### config.mk
export PLATFORM = sky130hd
export DESIGN_NAME = hcb_config_bank
export DESIGN_NICKNAME = d
export VERILOG_FILES = /design/src/shared/hcb_pkg.sv /design/src/hcb_pin_sync.sv /design/src/hcb_config_bank.sv
export SDC_FILE = /design/constraint.sdc
export NUM_CORES = 1
export LEC_CHECK = 0
export BUFFER_PORTS_ARGS = -buffer_cell sky130_fd_sc_hd__buf_2
export CAP_MARGIN = 10
export CORE_MARGIN = 5
export CORE_UTILIZATION = 45
export DETAILED_ROUTE_END_ITERATION = 8
export PLACE_DENSITY_LB_ADDON = 0.25
export SLEW_MARGIN = 20
export SYNTH_ARGS = -nofsm -noshare
export SYNTH_HDL_FRONTEND = slang
export SYNTH_SLANG_ARGS = --single-unit
### constraint.sdc
create_clock -name ref_clk -period 1.3 [get_ports ref_clk]
set_input_delay 0.26 -clock ref_clk [delete_from_list [all_inputs] [get_ports ref_clk]]
set_output_delay 0.26 -clock ref_clk [all_outputs]
set_load 0.1 [all_outputs]
### src/shared/hcb_pkg.sv
// constants for the hub configuration byte bank
package hcb_pkg;

  // register port geometry
  localparam int           ADDR_W     = 8;
  localparam int           DATA_W     = 8;
  localparam int           PORT_CNT   = 4;
  localparam logic [7:0]   REG_RST    = 8'h00;

  // register offsets
  localparam logic [7:0]   ADDR_STATUS = 8'h00;
  localparam logic [7:0]   ADDR_CFG_A  = 8'h07;
  localparam logic [7:0]   ADDR_CFG_B  = 8'h08;
  localparam logic [7:0]   ADDR_FIXED  = 8'h09;
  localparam logic [7:0]   ADDR_SPOFF  = 8'h0A;
  localparam logic [7:0]   PROT_LO     = 8'h01;
  localparam logic [7:0]   PROT_HI     = 8'h10;

  // first configuration byte fields
  localparam int           CFGA_SUPPLY = 7;
  localparam int           CFGA_LED    = 6;
  localparam int           CFGA_FSONLY = 5;
  localparam int           CFGA_PPTT   = 4;
  localparam int           CFGA_EOPSUP = 3;
  localparam int           CFGA_OCS_HI = 2;
  localparam int           CFGA_OCS_LO = 1;
  localparam int           CFGA_PWRSW  = 0;

  // second configuration byte fields
  localparam int           CFGB_DYN    = 7;
  localparam int           CFGB_OCT_HI = 5;
  localparam int           CFGB_OCT_LO = 4;
  localparam int           CFGB_CMPND  = 3;

  // status/command bits
  localparam int           STAT_SOFTRST = 2;
  localparam int           STAT_LOCK    = 1;

  // writable bit masks, everything else is reserved and reads zero
  localparam logic [7:0]   CFGA_WMASK = 8'hFF;
  localparam logic [7:0]   CFGB_WMASK = 8'hB8;
  localparam logic [7:0]   PORT_WMASK = 8'h1E;
  localparam int           PORT_LSB   = 1;

  // overcurrent sense encodings
  localparam logic [1:0]   OCS_GANGED   = 2'h0;
  localparam logic [1:0]   OCS_PER_PORT = 2'h1;

  // overcurrent delay selections
  localparam logic [1:0]   OCT_SEL0 = 2'h0;
  localparam logic [1:0]   OCT_SEL1 = 2'h1;
  localparam logic [1:0]   OCT_SEL2 = 2'h2;
  localparam logic [1:0]   OCT_SEL3 = 2'h3;

  // timing, times in ns, counts rounded up at the core clock
  localparam int           CLK_PERIOD_NS = 100;
  localparam int           OC_DELAY0_NS  = 100000;
  localparam int           OC_DELAY1_NS  = 2000000;
  localparam int           OC_DELAY2_NS  = 4000000;
  localparam int           OC_DELAY3_NS  = 6000000;
  localparam int           OC_DELAY0_CYC = (OC_DELAY0_NS + CLK_PERIOD_NS - 1) / CLK_PERIOD_NS;
  localparam int           OC_DELAY1_CYC = (OC_DELAY1_NS + CLK_PERIOD_NS - 1) / CLK_PERIOD_NS;
  localparam int           OC_DELAY2_CYC = (OC_DELAY2_NS + CLK_PERIOD_NS - 1) / CLK_PERIOD_NS;
  localparam int           OC_DELAY3_CYC = (OC_DELAY3_NS + CLK_PERIOD_NS - 1) / CLK_PERIOD_NS;
  localparam int           OC_CNT_W      = 16;

endpackage

### src/hcb_pin_sync.sv
// three-stage synchroniser with agreement filter for a pin level
`timescale 1ns/1ps
module hcb_pin_sync
  import hcb_pkg::*;
(
  input  wire logic ref_clk,
  input  wire logic rst,
  input  wire logic pinRaw,
  output logic      pinLevel
);

  logic stage1_q;
  logic stage2_q;
  logic stage3_q;
  logic level_q;

  // stage1 only feeds stage2; the level moves once stages two and three agree
  always_ff @(posedge ref_clk or posedge rst) begin
    if (rst) begin
      stage1_q <= 1'b0;
      stage2_q <= 1'b0;
      stage3_q <= 1'b0;
      level_q  <= 1'b0;
    end else begin
      stage1_q <= pinRaw;
      stage2_q <= stage1_q;
      stage3_q <= stage2_q;
      level_q  <= (stage2_q == stage3_q) ? stage3_q : level_q;
    end
  end

  assign pinLevel = level_q;

endmodule

### src/hcb_config_bank.sv
// hub configuration byte bank with lock, soft reset and decoded outputs
`timescale 1ns/1ps
module hcb_config_bank
  import hcb_pkg::*;
#(
  parameter int OC_CYC0 = OC_DELAY0_CYC,
  parameter int OC_CYC1 = OC_DELAY1_CYC,
  parameter int OC_CYC2 = OC_DELAY2_CYC,
  parameter int OC_CYC3 = OC_DELAY3_CYC
)
(
  input  wire logic                  ref_clk,
  input  wire logic                  rst,
  input  wire logic [ADDR_W-1:0]     regAddr,
  input  wire logic                  regWrEn,
  input  wire logic [DATA_W-1:0]     regWrData,
  input  wire logic                  regRdEn,
  output logic      [DATA_W-1:0]     regRdData,
  input  wire logic                  localSupplyPresent,
  output logic                       selfPowered,
  output logic                       supplySourceSel,
  output logic                       ledIndicatorSupport,
  output logic                       fullSpeedOnly,
  output logic                       perPortTranslatorEn,
  output logic                       fsFrameEndSuppress,
  output logic      [1:0]            overcurrentSenseMode,
  output logic                       overcurrentSenseOff,
  output logic                       powerSwitchMode,
  output logic                       dynamicSwitchEn,
  output logic      [1:0]            overcurrentDelaySel,
  output logic      [OC_CNT_W-1:0]   overcurrentDelayCycles,
  output logic                       compoundDevice,
  output logic      [PORT_CNT-1:0]   fixedPortMask,
  output logic      [PORT_CNT-1:0]   selfSupplyPortOffMask,
  output logic                       portOffGapErr,
  output logic                       configLock,
  output logic                       serialIfReset
);

  // registers
  logic [DATA_W-1:0]   cfgA_q;
  logic [DATA_W-1:0]   cfgB_q;
  logic [DATA_W-1:0]   fixedMask_q;
  logic [DATA_W-1:0]   spOffMask_q;
  logic                lock_q;
  logic                softRst_q;
  logic [DATA_W-1:0]   rdData_q;
  logic                selfPowered_q;
  logic [OC_CNT_W-1:0] ocCycles_q;
  logic                gapErr_q;
  logic [OC_CNT_W-1:0] ocCycles_d;
  logic [DATA_W-1:0]   rdData_d;

  // decode wires
  wire logic          pinSupply;
  wire logic          inProtRange;
  wire logic          wrOk;
  wire logic          wrStatus;
  wire logic          wrCfgA;
  wire logic          wrCfgB;
  wire logic          wrFixed;
  wire logic          wrSpOff;
  wire logic          effSelfPowered;

  // a write inside 01h-10h is refused while locked; a soft reset pulse also swallows writes
  function automatic logic protAddr(input logic [ADDR_W-1:0] a);
    protAddr = (a >= PROT_LO) && (a <= PROT_HI);
  endfunction

  // non-contiguous pattern: some cleared port lies between two disabled ports
  function automatic logic hasGap(input logic [PORT_CNT-1:0] m);
    hasGap = 1'b0;
    for (int i = 0; i < PORT_CNT; i++) begin
      for (int j = i + 1; j < PORT_CNT; j++) begin
        for (int k = j + 1; k < PORT_CNT; k++) begin
          if (m[i] && !m[j] && m[k]) begin
            hasGap = 1'b1;
          end
        end
      end
    end
  endfunction

  // supply presence pin crossing into the core clock
  hcb_pin_sync u_supplySync (
    .ref_clk  (ref_clk),
    .rst      (rst),
    .pinRaw   (localSupplyPresent),
    .pinLevel (pinSupply)
  );

  // write acceptance
  assign inProtRange = protAddr(regAddr);
  assign wrOk        = regWrEn && !softRst_q && !(lock_q && inProtRange);
  assign wrStatus    = wrOk && (regAddr == ADDR_STATUS);
  assign wrCfgA      = wrOk && (regAddr == ADDR_CFG_A);
  assign wrCfgB      = wrOk && (regAddr == ADDR_CFG_B);
  assign wrFixed     = wrOk && (regAddr == ADDR_FIXED);
  assign wrSpOff     = wrOk && (regAddr == ADDR_SPOFF);

  // the pin overrides the stored supply bit only while dynamic switching is on
  assign effSelfPowered = cfgB_q[CFGB_DYN] ? pinSupply : cfgA_q[CFGA_SUPPLY];

  // configuration storage; soft reset clears them but never the lock
  always_ff @(posedge ref_clk or posedge rst) begin
    if (rst) begin
      cfgA_q      <= REG_RST;
      cfgB_q      <= REG_RST;
      fixedMask_q <= REG_RST;
      spOffMask_q <= REG_RST;
    end else if (softRst_q) begin
      cfgA_q      <= REG_RST;
      cfgB_q      <= REG_RST;
      fixedMask_q <= REG_RST;
      spOffMask_q <= REG_RST;
    end else begin
      if (wrCfgA) cfgA_q <= regWrData & CFGA_WMASK;
      if (wrCfgB) cfgB_q <= regWrData & CFGB_WMASK;
      if (wrFixed) fixedMask_q <= regWrData & PORT_WMASK;
      if (wrSpOff) spOffMask_q <= regWrData & PORT_WMASK;
    end
  end

  // lock is write-once and only the reset pin drops it; soft reset is a one-cycle pulse
  always_ff @(posedge ref_clk or posedge rst) begin
    if (rst) begin
      lock_q    <= 1'b0;
      softRst_q <= 1'b0;
    end else begin
      lock_q    <= lock_q | (wrStatus & regWrData[STAT_LOCK]);
      softRst_q <= wrStatus & regWrData[STAT_SOFTRST];
    end
  end

  // delay count decode; long counts are parameters so a bench can shrink them
  always_comb begin
    case (cfgB_q[CFGB_OCT_HI:CFGB_OCT_LO])
      OCT_SEL0: ocCycles_d = OC_CNT_W'(OC_CYC0);
      OCT_SEL1: ocCycles_d = OC_CNT_W'(OC_CYC1);
      OCT_SEL2: ocCycles_d = OC_CNT_W'(OC_CYC2);
      OCT_SEL3: ocCycles_d = OC_CNT_W'(OC_CYC3);
      default:  ocCycles_d = OC_CNT_W'(OC_CYC0);
    endcase
  end

  // read mux; unmapped offsets read zero, reserved bits were never stored
  always_comb begin
    case (regAddr)
      ADDR_STATUS: rdData_d = {5'h00, softRst_q, lock_q, 1'b0};
      ADDR_CFG_A:  rdData_d = cfgA_q;
      ADDR_CFG_B:  rdData_d = cfgB_q;
      ADDR_FIXED:  rdData_d = fixedMask_q;
      ADDR_SPOFF:  rdData_d = spOffMask_q;
      default:     rdData_d = REG_RST;
    endcase
  end

  // derived outputs and read data, registered so every output leaves from a flop
  always_ff @(posedge ref_clk or posedge rst) begin
    if (rst) begin
      rdData_q      <= REG_RST;
      selfPowered_q <= 1'b0;
      ocCycles_q    <= '0;
      gapErr_q      <= 1'b0;
    end else begin
      rdData_q      <= regRdEn ? rdData_d : rdData_q;
      selfPowered_q <= effSelfPowered;
      ocCycles_q    <= ocCycles_d;
      gapErr_q      <= hasGap(spOffMask_q[PORT_LSB +: PORT_CNT]);
    end
  end

  // field outputs come directly from the storage flops
  assign regRdData             = rdData_q;
  assign selfPowered           = selfPowered_q;
  assign supplySourceSel       = cfgA_q[CFGA_SUPPLY];
  assign ledIndicatorSupport   = cfgA_q[CFGA_LED];
  assign fullSpeedOnly         = cfgA_q[CFGA_FSONLY];
  assign perPortTranslatorEn   = cfgA_q[CFGA_PPTT];
  assign fsFrameEndSuppress    = cfgA_q[CFGA_EOPSUP];
  assign overcurrentSenseMode  = cfgA_q[CFGA_OCS_HI:CFGA_OCS_LO];
  assign overcurrentSenseOff   = cfgA_q[CFGA_OCS_HI];
  assign powerSwitchMode       = cfgA_q[CFGA_PWRSW];
  assign dynamicSwitchEn       = cfgB_q[CFGB_DYN];
  assign overcurrentDelaySel   = cfgB_q[CFGB_OCT_HI:CFGB_OCT_LO];
  assign overcurrentDelayCycles = ocCycles_q;
  assign compoundDevice        = cfgB_q[CFGB_CMPND];
  assign fixedPortMask         = fixedMask_q[PORT_LSB +: PORT_CNT];
  assign selfSupplyPortOffMask = spOffMask_q[PORT_LSB +: PORT_CNT];
  assign portOffGapErr         = gapErr_q;
  assign configLock            = lock_q;
  assign serialIfReset         = softRst_q;
endmodule

==> results.tsv <==
stage	metric	value	unit
cells_and_area	drive_gt1_frac	0.5018	
pwr	switching_share	0.3572	
timing	holdWs	0.05040	ns
routing	wl	6239	um
setup_path	reg2reg_from	serialIfReset	
cts	clock_latency	0.32	ns
pwr	p_leak	1.650	nW
cts	cts-htree-levels	2	
cts	cts_tree	built	
timing	fin_crit_sh	1.230	
pwr	p_int	2.247	mW
yosys	syn_area	2107	um^2
timing	fin_tns_setup	-3.682	ns
yosys	synthAdderAreaFrac	0.04038	
timing	report.final.slew_viol_count	0	
routing	drtAntennaViolNets	0	
cells_and_area	antenna-diode-count	0	
floorplan	die_area	6150	um^2
pwr	p_per_area	983.3	nW/um^2
timing	worst_slack	-0.2984	ns
cts	numCtsBuffers	5	
timing	setup_violations	23	
routing	wire_per_inst	18.96	um
yosys	synth_mux_area_frac	0.07185	
placement	port_buffers	65	
placement	post-place-ws	-0.2156	ns
yosys	synth-edff-count	0	
yosys	yosysTopAreaCellShare	0.5344	
global_routing	grt_pass1_wl	9770	um
cts	clockRootBuffer	clkbuf_8	
cells_and_area	final_util	0.7998	
global_routing	grt_max_degree	24	
routing	via_per_inst	5.486	
yosys	synthArstFlopShare	1.000	
global_routing	grt_usage	0.2055	
pwr	power.total	3.495	mW
outcome	violations	negative setup slack	
pwr	power_frac_seq	0.443	
setup_path	endpoint	cfgB_q[4]	
yosys	synth_top_family_by_area	simple AND/OR/NAND/NOR gates	
cts	cts_max_path_buffers	2	
setup_path	rrSetupSlack	-0.30	ns
floorplan	ios	70	
setup_path	path_cells	nor3b_4 > nand4_2 > mux2i_1 > nor2_1	
global_routing	antenna_found_initial	0	
yosys	avgSynthCellArea	11.27	um^2
setup_path	crit_path_max_fanout	4	
pwr	peakVddDrop	0.0008293	V
floorplan	start_util	0.4741	
setup_path	cp.required	1.49	ns
job	maxCapViolCount	0	
cells_and_area	nets	303	
routing	via_count	1805	
setup_path	cp_slowest_stage_delay	0.52	ns
yosys	synth_seq_cells	45	
timing	period_minus_slack	1.598	ns
yosys	synthTopCellsByCount	45 x dfrtp_1, 16 x nor2_1, 14 x inv_1, 14 x mux2i_1, 11 x nand3_1	
setup_path	path_class	register to register	
setup_path	cp-start-kind	register	
global_routing	grt_pass1_vias	1910	
yosys	synth_simple_gate_area_share	0.1716	
floorplan	die_y	78.43	um
setup_path	worst-path-stages	4	
yosys	synth_flop_cell	dfrtp_1	
routing	drt_iter0_drc	161	
placement	dpl.hpwl	4576	um
floorplan	row_count	24	
yosys	synth-xor-area-share	0	
routing	drc	0	
yosys	yosysTopAreaCell	dfrtp_1	
timing	rsz0062_at_grt	true	
timing	maxClockFrequency	625.6	MHz
routing	drtPass1Iterations	4	
floorplan	core_area	4444	um^2
setup_path	critical-path-top-delay-family	simple AND/OR/NAND/NOR gates	
yosys	synthTopCellsByArea	dfrtp_1 53%, mux2i_1 6.7%, ha_1 3.6%	
timing	clock_skew	0.01319	ns
cts	cts_sinks	45	
yosys	yosys_warnings	0	
setup_path	slowest_stage	dfrtp_4	
pwr	power_frac_clock	0.268	
min_path	worst_hold_path_type	input pin to register	
timing	hold_viol	0	
floorplan	die_width	78.43	um
setup_path	r2r_cells	4	
setup_path	critical_path.startpoint	serialIfReset	
pwr	power.switching	1.248	mW
cts	path_clk_slew	0.08	ns
cells_and_area	area_growth	68.71	%
setup_path	cp.arrival	1.79	ns
yosys	seq_area_frac_synth	0.5344	
setup_path	rr_endpoint	cfgB_q[4]	
outcome	status	complete, but fails checks	
global_routing	grt-ovfl-total	0	
setup_path	critPathCaptureType	register	
yosys	synth_most_common_cell	dfrtp_1	
cells_and_area	fill_cells	247	
placement	place_congestion	0.8076	
pwr	pwr-share-comb	0.289	
setup_path	path_buf_inv	0	
yosys	ys_types	40	
yosys	synth-compound-area-share	0.1075	
yosys	syn_inst	187	
## power by group through the flow
| stage | combinational, mW | sequential [mW] | clock (mW) |
|---|---|---|---|
| 2_1_floorplan | 0.266 | 1.89 | 0 |
| 3_3_place_gp | 0.974 | 1.57 | 0 |
| 3_5_place_dp | 0.989 | 1.57 | 0 |
| 4_1_cts | 0.999 | 1.55 | 0.954 |
| 5_1_grt | 1.04 | 1.56 | 1.01 |
| 6_report | 1.01 | 1.55 | 0.938 |
## cells by family after synthesis
kind of cell | after synthesis
flip-flops | 45
buffers and inverters | 29
AO/OA/AOI/OAI | 31
AND/OR/NAND/NOR | 59
other | 1
adder cells (fa/ha/maj) | 7
multiplexers | 15
## repair_timing
action	CTS	global route
setup endpoints to repair	25	28
gates resized for setup	3	5
hold buffers	1	0
hold endpoints to repair	15	0
buffers inserted	1	5
pin swaps	2	4
gates cloned	0	1
## routing by layer
metal | vias up | wire [um] | share of wire | GRT usage
met5 | - | 0 | 0 | 0
met4 | 0 | 135 | 0.022 | 0.1031
met3 | 14 | 371 | 0.059 | 0.04233
met2 | 72 | 3245 | 0.52 | 0.3442
met1 | 906 | 2487 | 0.40 | 0.2524
li1 | 813 | - | - | -
## metrics by stage
stage	instance area, um^2	std cells
after detailed placement	3332	313
final	3555	329
after CTS	3463	323
after global routing	3555	329
after global placement	3332	313
after floorplan	2187	190
## cell type report
type / instances / area, um^2 / area share
clock buffers: 6 / 82.58 / 0.02323
clock inverters: 2 / 16.27 / 0.004576
inverters: 14 / 56.30 / 0.01584
multi-input cells: 116 / 887.1 / 0.2496
flip-flops and latches: 45 / 1167 / 0.3284
well taps: 52 / 65.06 / 0.01830
repair buffers: 94 / 1280 / 0.3601
## how the worst min path moves through the flow
stage                  startpoint                    end  slack (ns)  cells past startpoint
2_1_floorplan                 rst              cfgA_q[0]        0.27                      1
3_3_place_gp                  rst  u_supplySync.stage2_q        0.28                      2
3_5_place_dp                  rst  u_supplySync.stage1_q        0.29                      2
4_1_cts        localSupplyPresent  u_supplySync.stage1_q        0.04                      1
5_1_grt        localSupplyPresent  u_supplySync.stage1_q        0.04                      1
6_report       localSupplyPresent  u_supplySync.stage1_q        0.05                      1
## state kept, by name, indices dropped and copies added, names as in the netlist
signal                  count
fixedMask_q                 4
configLock                  1
serialIfReset               1
u_supplySync.stage2_q       1
spOffMask_q                 4
u_supplySync.stage3_q       1
cfgB_q                      4
portOffGapErr               1
selfPowered                 1
regRdData                   8
cfgA_q                      8
u_supplySync.stage1_q       1
u_supplySync.pinLevel       1
overcurrentDelayCycles      9
## cell usage in the layout, fill, tap and decap left out, types with 4 or more instances in the layout
| master | synthesis | layout |
|---|---|---|
| a21oi_1 | 7 | 7 |
| a22oi_1 | 5 | 4 |
| buf_12 | 0 | 48 |
| buf_2 | 2 | 20 |
| buf_4 | 9 | 23 |
| clkbuf_8 | 0 | 6 |
| conb_1 | 1 | 4 |
| dfrtp_1 | 45 | 24 |
| dfrtp_2 | 0 | 15 |
| dfrtp_4 | 0 | 6 |
| ha_1 | 6 | 6 |
| inv_1 | 14 | 12 |
| mux2i_1 | 14 | 14 |
| nand2_1 | 9 | 9 |
| nand3_1 | 11 | 10 |
| nor2_1 | 16 | 16 |
| o22ai_1 | 6 | 6 |
Note: power is estimated with default switching activity, not from simulation.
